File: config.mk
export PLATFORM = sky130hd
export DESIGN_NAME = mrg_reset_gen
export DESIGN_NICKNAME = d
export VERILOG_FILES = /design/src/core/mrg_pkg.sv /design/src/core/mrg_pulse.sv /design/src/core/mrg_reset_gen.sv
export VERILOG_INCLUDE_DIRS = /design/src /design/src/core
export SDC_FILE = /design/constraint.sdc
export NUM_CORES = 1
export LEC_CHECK = 0
export ABC_AREA = 1
export BUFFER_PORTS_ARGS = -buffer_cell sky130_fd_sc_hd__clkbuf_2
export CORE_UTILIZATION = 45
export CTS_BUF_LIST = sky130_fd_sc_hd__clkbuf_16
export DETAILED_ROUTE_END_ITERATION = 8
export PLACE_DENSITY = 0.8
export SETUP_SLACK_MARGIN = 0.02
export SLEW_MARGIN = 20
export SYNTH_ARGS = -nofsm -noshare
export SYNTH_HDL_FRONTEND = slang
export SYNTH_HIERARCHICAL = 1
export SYNTH_SLANG_ARGS = --single-unit
File: constraint.sdc
create_clock -name clk -period 1.55 [get_ports clk]
set_input_delay 0.3875 -clock clk [delete_from_list [all_inputs] [get_ports clk]]
set_output_delay 0.3875 -clock clk [all_outputs]
set_load 0.02 [all_outputs]
File: src/core/mrg_cfg.svh
// Timing and layout constants for the reset generator.
// Assumes clk is the oscillator clock at 200 MHz.
`ifndef MRG_CFG_SVH
`define MRG_CFG_SVH
`define MRG_CLK_NS        5
`define MRG_OSC_PER_MC    4
`define MRG_EXT_MIN_MC    3
`define MRG_EXT_MIN_CYC   (`MRG_EXT_MIN_MC * `MRG_OSC_PER_MC)
`define MRG_INT_MIN_CYC   8
`define MRG_INT_MAX_CYC   24
`define MRG_INT_HOLD_CYC  16
`define MRG_CNT_W         5
`define MRG_PC_W          20
`define MRG_VEC_ADDR      20'hffffc
`define MRG_VEC_LAST      20'hffffe
`define MRG_PS_W          16
`define MRG_IRQ_W         16
`define MRG_CLK_SEL_HI    7
`define MRG_CLK_SEL_LO    5
`define MRG_CLK_DEAD      3'h0
`define MRG_RAM_LO        20'h00040
`define MRG_RAM_HI        20'h0083f
`define MRG_SFR_LO        20'h00000
`define MRG_SFR_HI        20'h0003f
`define MRG_DBR_LO        20'h00f80
`define MRG_DBR_HI        20'h00fff
`endif

File: src/core/mrg_pkg.sv
// Types shared by the reset generator files.
// Assumes the constants header is available on the include path.
`include "mrg_cfg.svh"
package mrg_pkg;
  typedef logic [`MRG_PC_W-1:0] mrg_addr_t;
  typedef struct packed {
    logic [1:0]            bank_selector;
    logic                  jump_status_flag;
    logic                  irq_master_enable;
    logic [`MRG_IRQ_W-1:0] irq_individual_enables;
    logic [`MRG_IRQ_W-1:0] irq_latches;
    logic [`MRG_PS_W-1:0]  prescaler;
    logic                  watchdog_enable;
  } mrg_core_init_s;
  typedef struct packed {
    logic ext;
    logic trap;
    logic wdt;
    logic sysclk;
  } mrg_cause_s;
endpackage

File: src/core/mrg_pulse.sv
// Stretches an internal reset request to a pulse of at least HOLD cycles.
// Assumes a single clock; trig is a synchronous level or pulse.
`timescale 1ns/1ps
`include "mrg_cfg.svh"
module mrg_pulse #(
  parameter int HOLD = `MRG_INT_HOLD_CYC
) (
  input  wire logic clk,
  input  wire logic rst,
  input  wire logic trig,
  output logic      active
);
  logic [`MRG_CNT_W-1:0] cnt;

  // A held request keeps retriggering, so the pulse persists while it stands
  always_ff @(posedge clk or posedge rst) begin
    if (rst) begin
      cnt <= '0;
    end else if (trig) begin
      cnt <= `MRG_CNT_W'(HOLD);
    end else if (cnt != '0) begin
      cnt <= cnt - `MRG_CNT_W'(1);
    end
  end

  always_ff @(posedge clk or posedge rst) begin
    if (rst) begin
      active <= 1'b0;
    end else begin
      active <= trig || (cnt > `MRG_CNT_W'(1));
    end
  end
endmodule

File: src/core/mrg_reset_gen.sv
// Reset generator: merges pin, address-trap, watchdog and clock-stop resets.
// Assumes clk is the oscillator clock and all inputs are synchronous to it.
// Reset pin is open-drain: only low is driven, the board pulls it high.
// Summary of operation
// - Any of four causes enters reset
// - Pin may pull low briefly at power-up
// - Reset clears bank selector, sets jump flag
// - Reset clears interrupt enables and latches
// - Reset clears prescaler, keeps watchdog enabled
// - Pin low three machine cycles applies reset
// - Release fetches start from reset vector
// - Fetch from RAM, debug, SPECIAL_FUNCTION_AREA traps
// - Trap reset drives pin low
// - Internal resets last 8 to 24 cycles; a held watchdog or clock-stop request keeps the pin driven longer
// - Clock select bits all zero force reset
// - Clock-stop reset drives pin low
`timescale 1ns/1ps
`include "mrg_cfg.svh"
module mrg_reset_gen (
  input  wire logic                    clk,
  input  wire logic                    rst,
  input  wire logic                    reset_pin_in_n,
  output logic                         reset_pin_out_n,
  output logic                         reset_pin_oe_n,
  input  wire logic                    fetch_valid,
  input  wire mrg_pkg::mrg_addr_t      fetch_addr,
  input  wire logic                    wdt_reset_req,
  input  wire logic [7:0]              sys_ctrl_two,
  output logic                         core_reset,
  output mrg_pkg::mrg_core_init_s      core_init,
  output mrg_pkg::mrg_addr_t           vector_addr,
  output logic                         vector_fetch,
  output mrg_pkg::mrg_cause_s          reset_cause
);
  import mrg_pkg::*;

  logic [`MRG_CNT_W-1:0] ext_cnt;
  logic                  ext_clear;
  logic                  ext_reset;
  logic                  in_sfr;
  logic                  in_ram;
  logic                  in_dbr;
  logic                  trap_hit;
  logic                  trap_trig;
  logic                  clk_dead;
  logic                  trap_active;
  logic                  sysclk_active;
  logic                  wdt_active;
  logic                  int_active;
  mrg_cause_s            src_now;
  logic                  next_core_reset;
  logic                  reset_entry;
  logic                  reset_exit;
  logic                  next_pin_oe_n;
  mrg_cause_s            next_reset_cause;
  mrg_core_init_s        next_core_init;

  // Window compares kept apart so each range can be moved on its own
  assign in_sfr = (fetch_addr >= `MRG_SFR_LO) && (fetch_addr <= `MRG_SFR_HI);
  assign in_ram = (fetch_addr >= `MRG_RAM_LO) && (fetch_addr <= `MRG_RAM_HI);
  assign in_dbr = (fetch_addr >= `MRG_DBR_LO) && (fetch_addr <= `MRG_DBR_HI);

  // Address trap window decode
  always_comb begin
    trap_hit = 1'b0;
    if (!fetch_valid) begin
      trap_hit = 1'b0;
    end else if (in_sfr) begin
      trap_hit = 1'b1;
    end else if (in_ram) begin
      trap_hit = 1'b1;
    end else if (in_dbr) begin
      trap_hit = 1'b1;
    end
  end

  // A dead clock select would stop the oscillator for good
  assign clk_dead = (sys_ctrl_two[`MRG_CLK_SEL_HI:`MRG_CLK_SEL_LO] == `MRG_CLK_DEAD);

  // Trap is masked while already in reset so the stalled core cannot retrigger
  assign trap_trig = trap_hit && !core_reset;

  mrg_pulse u_trap (
    .clk    (clk),
    .rst    (rst),
    .trig   (trap_trig),
    .active (trap_active)
  );

  // Clock-stop request retriggers while the select bits stay dead
  mrg_pulse u_sysclk (
    .clk    (clk),
    .rst    (rst),
    .trig   (clk_dead),
    .active (sysclk_active)
  );

  // Watchdog request is stretched as well, so the pin is driven for it too
  mrg_pulse u_wdt (
    .clk    (clk),
    .rst    (rst),
    .trig   (wdt_reset_req),
    .active (wdt_active)
  );

  // Any internal source drives the pin and holds the core
  assign int_active = trap_active || sysclk_active || wdt_active;

  // Pin low filter; shorter glitches never reach the core
  // Own drive clears the count, else its release would look external
  assign ext_clear = reset_pin_in_n || !reset_pin_oe_n;

  always_ff @(posedge clk or posedge rst) begin
    if (rst) begin
      ext_cnt <= '0;
    end else if (ext_clear) begin
      ext_cnt <= '0;
    end else if (ext_cnt != `MRG_CNT_W'(`MRG_EXT_MIN_CYC)) begin
      ext_cnt <= ext_cnt + `MRG_CNT_W'(1);
    end
  end

  // Saturated count is the pin request; it stands while the pin stays low
  assign ext_reset = (ext_cnt == `MRG_CNT_W'(`MRG_EXT_MIN_CYC)) && reset_pin_oe_n;

  // Entry and exit edges of the core reset, seen one cycle ahead
  assign next_core_reset = ext_reset || int_active;
  assign reset_entry     = next_core_reset && !core_reset;
  assign reset_exit      = core_reset && !next_core_reset;

  // Registered so the core sees one clean edge however sources overlap
  always_ff @(posedge clk or posedge rst) begin
    if (rst) begin
      core_reset <= 1'b1;
    end else begin
      core_reset <= next_core_reset;
    end
  end

  // Only low is ever driven; the board pull-up gives the high level
  always_ff @(posedge clk or posedge rst) begin
    if (rst) begin
      reset_pin_out_n <= 1'b0;
    end else begin
      reset_pin_out_n <= 1'b0;
    end
  end

  assign next_pin_oe_n = !int_active;

  // Power-up reset also drives the pin until the first edge
  always_ff @(posedge clk or posedge rst) begin
    if (rst) begin
      reset_pin_oe_n <= 1'b0;
    end else begin
      reset_pin_oe_n <= next_pin_oe_n;
    end
  end

  // Live view of every source, in the layout of the latched cause
  always_comb begin
    src_now.ext    = ext_reset;
    src_now.trap   = trap_active;
    src_now.wdt    = wdt_active;
    src_now.sysclk = sysclk_active;
  end

  // Causes latched once at entry so a later source cannot mask the first
  always_comb begin
    next_reset_cause = reset_cause;
    if (reset_entry) begin
      next_reset_cause = src_now;
    end
  end

  always_ff @(posedge clk or posedge rst) begin
    if (rst) begin
      reset_cause <= '0;
    end else begin
      reset_cause <= next_reset_cause;
    end
  end

  // Core init values held throughout reset; only rst shows zeros
  always_comb begin
    next_core_init.bank_selector          = '0;
    next_core_init.jump_status_flag       = 1'b1;
    next_core_init.irq_master_enable      = 1'b0;
    next_core_init.irq_individual_enables = '0;
    next_core_init.irq_latches            = '0;
    next_core_init.prescaler              = '0;
    next_core_init.watchdog_enable        = 1'b1;
  end

  always_ff @(posedge clk or posedge rst) begin
    if (rst) begin
      core_init <= '0;
    end else begin
      core_init <= next_core_init;
    end
  end

  // Vector location is fixed; the core loads its start address from it
  always_ff @(posedge clk or posedge rst) begin
    if (rst) begin
      vector_addr <= `MRG_VEC_ADDR;
    end else begin
      vector_addr <= `MRG_VEC_ADDR;
    end
  end

  // Strobe marks the first cycle in which the core runs again
  always_ff @(posedge clk or posedge rst) begin
    if (rst) begin
      vector_fetch <= 1'b0;
    end else begin
      vector_fetch <= reset_exit;
    end
  end
endmodule

# Yosys cells after proc, flatten, opt, wreduce, memory -nomap -nowiden
# Index checks and enable logic that the tools add are counted.
dict set report word_totals {
  reg_bits 31
  in_bits 33
  output_inout_bits 81
  elab_cells 68
}
dict set report op_classes {
  muxes 12
  n_lt_le_gt_ge 9
  n_reduce_logical 26
  add_sub_neg 4
  n_eq_ne 2
}
# operator n
set ops {}
lappend ops {{$le 20x12->1 const B} 2}
lappend ops {{$mux 5} 8}
lappend ops {{$ge 20x1->1 const B} 1}
lappend ops {{$ge 20x12->1 const B} 1}
lappend ops {{$ge 20x7->1 const B} 1}
lappend ops {{$le 20x6->1 const B} 1}
lappend ops {{$gt 5x1->1 const B} 3}
lappend ops {{$reduce_bool 5->1} 3}
lappend ops {{$sub 5x1->5 const B} 3}
lappend ops {{$reduce_bool 2->1} 4}
lappend ops {{$logic_and 1x1->1} 7}
lappend ops {{$logic_or 1x1->1} 7}
lappend ops {{$add 5x1->5 const B} 1}
lappend ops {{$eq 5x4->1 const B} 1}
lappend ops {{$ne 5x4->1 const B} 1}
lappend ops {{$logic_not 1->1} 4}
lappend ops {{$mux 1} 4}
lappend ops {{$logic_not 3->1} 1}

# Longest topological paths before layout
dict set report depth {
  word_depth 8
  depth_mapped 9
  mapped_depth_nobuf 9
}

# Modules after synthesis
# The synthesis kept the hierarchy.
# module cells_each instances seq_area_each_um2 area_each_um2
set modules_own_cells {}
lappend modules_own_cells {mrg_reset_gen 150 1 326.6 1226.2}
lappend modules_own_cells {mrg_pulse 37 3 150.1 312.8}

# Least setup slack after synthesis
# OpenSTA, ideal clock, no wires.
dict set report synth_timing {
  kind {flip-flop to flip-flop}
  start {register core_reset}
  end {register u_trap.cnt[0]}
  setup_time_ns 0.066
  synth_period_minus_slack_ns 1.287
  required_ns 1.484
  arrival_ns 1.221
  path_buffers 0
  setup_slack_ns 0.263
  path_stages_with_launch 9
  cell_sequence {dfstp_2 inv_1 nand3_1 nor2_1 nand2_1 inv_1 inv_1 nand4_1 nand2_1}
}
dict set report synth_between {
  elab_chain_len 3
  elab_cells_between_ends 4
  cone_classes {mux: 1; reduce/logical: 3}
}
# item line_no
set synth_lines {}
lappend synth_lines {{start: declaration} mrg_reset_gen.sv:29} ;# output logic core_reset,
lappend synth_lines {{start signal: assignment} mrg_reset_gen.sv:136} ;# core_reset <= next_core_reset;
lappend synth_lines {{$logic_not 1->1 (*)} mrg_reset_gen.sv:81} ;# assign trap_trig = trap_hit && !core_reset;
lappend synth_lines {{$logic_and 1x1->1 (*)} mrg_reset_gen.sv:81}
lappend synth_lines {{net trap_trig} mrg_reset_gen.sv:44} ;# logic trap_trig;
lappend synth_lines {{$mux 5 / $reduce_bool 2->1 (equally long branches)} --}
lappend synth_lines {{end signal: assignment} mrg_pulse.sv:20} ;# cnt <= `MRG_CNT_W'(HOLD);
lappend synth_lines {{end signal: assignment} mrg_pulse.sv:22} ;# cnt <= cnt - `MRG_CNT_W'(1);
lappend synth_lines {{end: declaration} mrg_pulse.sv:13} ;# logic [`MRG_CNT_W-1:0] cnt;
# Mark *: on every way through the listed nets, which the timed path passes. The rest lies on a longest branch.
# A chain may end at the register's enable or synchronous reset.

# Worst setup path after layout
dict set report layout_timing {
  start {register core_reset}
  end {output port core_reset}
}
# No word-level cell between the ends.

==> flow_summary.json <==
{
  "diodes": 0,
  "grtUsageMet3_pct": 4.92,
  "grtUsageTotal_pct": 12.6,
  "post-synth-top-area-cell": "dfrtp_1",
  "setup_viol": 0,
  "cts.path.max_buffers": 2,
  "layout_setup_ws_ns": 0.209,
  "power.share.clock_pct": 27.7,
  "cp-end-kind": "primary output",
  "p_sw_mw": 1.23,
  "violations": "design-rule violations",
  "grt_antenna_before_repair": 0,
  "ctsRootBufferMaster": "clkbuf_16",
  "ir_drop_v": 0.000547,
  "ys.warnings.count": 6,
  "start_util_pct": 48.4,
  "grt_max_degree": 14,
  "ctsHoldBuffers": 0,
  "timing.final.crit_share_pct": 86.5,
  "synth-seq-cells": 31,
  "cts_setup_buffers": 0,
  "grt_first_pass_wirelength_mm": 5.02,
  "dieArea_um2": 5090,
  "grt_overflow": 0,
  "top_usage_layer": "met2",
  "hold_class": "input pin to asynchronous set/reset pin",
  "final-max-slew-violation-count": 0,
  "netSwitchingFraction_pct": 38.4,
  "crit_path_max_incr_delay_ns": 0.53,
  "yosysTopAreaCellShare_pct": 34.7,
  "finalInstanceArea_um2": 2240,
  "cts_tree": "yes",
  "syn_area_um2": 2160,
  "synthDistinctLibCells": 25,
  "ios": 114,
  "intPower_mw": 1.98,
  "instances_no_fill": 350,
  "dr.first_iter.drc_count": 137,
  "ant_nets": 0,
  "grt_setup_unrepaired": "false",
  "multiInputGateArea_um2": 1010,
  "timing.setup.tns_ns": 0,
  "firstDrtPassIters": 7,
  "async_reset_ff_share_pct": 100,
  "p_per_area_nw_per_um2": 1430,
  "hold_violations": 0,
  "cp.depth": 1,
  "nFillCells": 447,
  "synth-main-ff-cell": "dfrtp_1",
  "min_period_ns": 1.34,
  "cts_buffers": 5,
  "clock_latency_ns": 0.27,
  "dp.cells": 342,
  "worstPathBufferInverterCount": 1,
  "seq_area_um2": 777,
  "dp_slack_ns": 0.234,
  "syn_area_per_cell_um2": 8.29,
  "routed_wl_mm": 3.16,
  "h-tree-depth": 2,
  "r2r_cells": 9,
  "grtUsageMet1_pct": 15.1,
  "cts_sinks": 31,
  "pwr-share-comb_pct": 34.2,
  "path_clk_slew_ns": 0.05,
  "die_h_um": 71.4,
  "critPathKind": "flip-flop to primary output",
  "path_max_fanout": 2,
  "cp.arrival_ns": 0.95,
  "core_um2": 4470,
  "grt_util_met2_pct": 20.6,
  "path_cells": "clkbuf_2",
  "syn_to_final_growth_pct": 3.64,
  "fin_nets": 338,
  "crit_required_ns": 1.16,
  "drc": 8,
  "vias": 1523,
  "power.share.sequential_pct": 38.1,
  "drive_gt1_share_pct": 18.5,
  "placementRows": 24,
  "grt_pass1_vias": 1202,
  "synth-edff-count": 0,
  "vias_per_cell": 4.35,
  "path_delay_family": "flip-flops",
  "cts_resized": 0,
  "synth_area_leaders": "dfrtp_1 35%, buf_4 25%, nand2_1 5.4%",
  "synth_cells": 261,
  "p_leak_nw": 1.25,
  "critPathLaunchType": "flip-flop",
  "placed_area_um2": 2110,
  "synth_commonest_cells": "73 x buf_4, 31 x nand2_1, 30 x dfrtp_1",
  "fin_hold_ws_ns": 0.0424,
  "fmax_mhz": 746,
  "crit_slowest_cell": "dfstp_2",
  "portBuffers": 30,
  "fin_skew_ns": 0.00368,
  "place_congestion": 0.797,
  "cap_violations": 0,
  "wl_per_cell_um": 9.02,
  "fp.dieW_um": 71.4,
  "yosysMostFrequentCell": "buf_4",
  "post-dp-hpwl_mm": 2.47,
  "seq_area_frac_synth_pct": 35.9,
  "outcome": "complete, but fails checks"
}
-- through the flow --
stage	power [mW]	util, %
3_5_place_dp	2.33	47.1
3_3_place_gp	2.29	47.1
4_1_cts	3.25	50.1
6_report	3.22	50.1
5_1_grt	3.47	50.1
2_1_floorplan	2.25	-
-- sequential cells by signal, indices dropped and copies added (netlist names), 4 cells and up --
name / flops
ext_cnt: 5
u_sysclk/cnt: 5
u_trap/cnt: 5
u_wdt/cnt: 5
reset_cause: 4
-- final cells by class --
| class | count | share of cell area (%) |
|---|---|---|
| Multi-Input combinational cell | 202 | 44.9 |
| Timing Repair Buffer | 31 | 7.03 |
| Clock inverter | 3 | 0.558 |
| Sequential cell | 31 | 34.6 |
| Clock buffer | 5 | 5.58 |
| Tap cell | 52 | 2.90 |
| Inverter | 26 | 4.41 |
-- worst register-to-register path, cell delays in order (launching register included) --
cell and delay [ns]:
dfrtp_1 0.41, inv_1 0.11, ha_1 0.15, inv_1 0.06
nor2_4 0.12, nand3_4 0.09, nand2_4 0.10, nand2_4 0.06
nand2_1 0.06, nand2_1 0.04
-- layer usage --
| layer | wire length, um | share of wire, % |
|---|---|---|
| met2 | 1560 | 49 |
| met3 | 235 | 7.4 |
| met4 | 24 | 0.76 |
| met5 | 0 | 0 |
| met1 | 1340 | 42 |
-- cells by family (layout without fill, tap and decap cells) --
group,count (synthesis),count (layout),synth area share [%]
other cells,2,73,0.347
buf+inv,99,65,29.9
flops,31,31,35.9
xor+xnor,1,1,0.405
simple gates,106,106,24.9
compound gates,14,14,3.99
fa+ha+maj,8,8,4.62
-- path summary, 6_finish.rpt --
check                                 end  slack, ns      startpoint
min in group clk             u_wdt/cnt[2]       0.29   wdt_reset_req
max in group asynchronous      core_reset       1.04             rst
hold reg to reg            reset_cause[2]       0.47  reset_cause[2]
hold / removal               u_wdt/active       0.04             rst
setup reg to reg           reset_cause[1]       0.23      ext_cnt[0]
setup / recovery               core_reset       0.21      core_reset
-- power by group through the flow --
stage | registers (mW) | clock network [mW] | logic (mW)
6_report | 1.23 | 0.891 | 1.10
3_3_place_gp | 1.23 | 0 | 1.06
2_1_floorplan | 1.23 | 0 | 1.02
5_1_grt | 1.26 | 0.960 | 1.25
4_1_cts | 1.23 | 0.921 | 1.11
3_5_place_dp | 1.24 | 0 | 1.10
-- layout by cell type, fill, tap and decap left out, drive strengths merged --
| master | netlist | routed |
|---|---|---|
| dfrtp | 30 | 30 |
| dfstp | 1 | 1 |
| conb | 2 | 73 |
| nand3 | 17 | 17 |
| ha | 8 | 8 |
| nand4 | 11 | 11 |
| xor2 | 1 | 1 |
| clkinv | 1 | 2 |
| buf | 73 | 1 |
| a21oi | 3 | 3 |
| o21ai | 5 | 5 |
| nor3 | 3 | 3 |
| nand2 | 36 | 36 |
| o21bai | 4 | 4 |
| a31oi | 2 | 2 |
| inv | 25 | 27 |
| nand3b | 3 | 3 |
| clkbuf | 0 | 35 |
| nor2 | 36 | 36 |
Note: power is estimated with default switching activity, not from simulation.
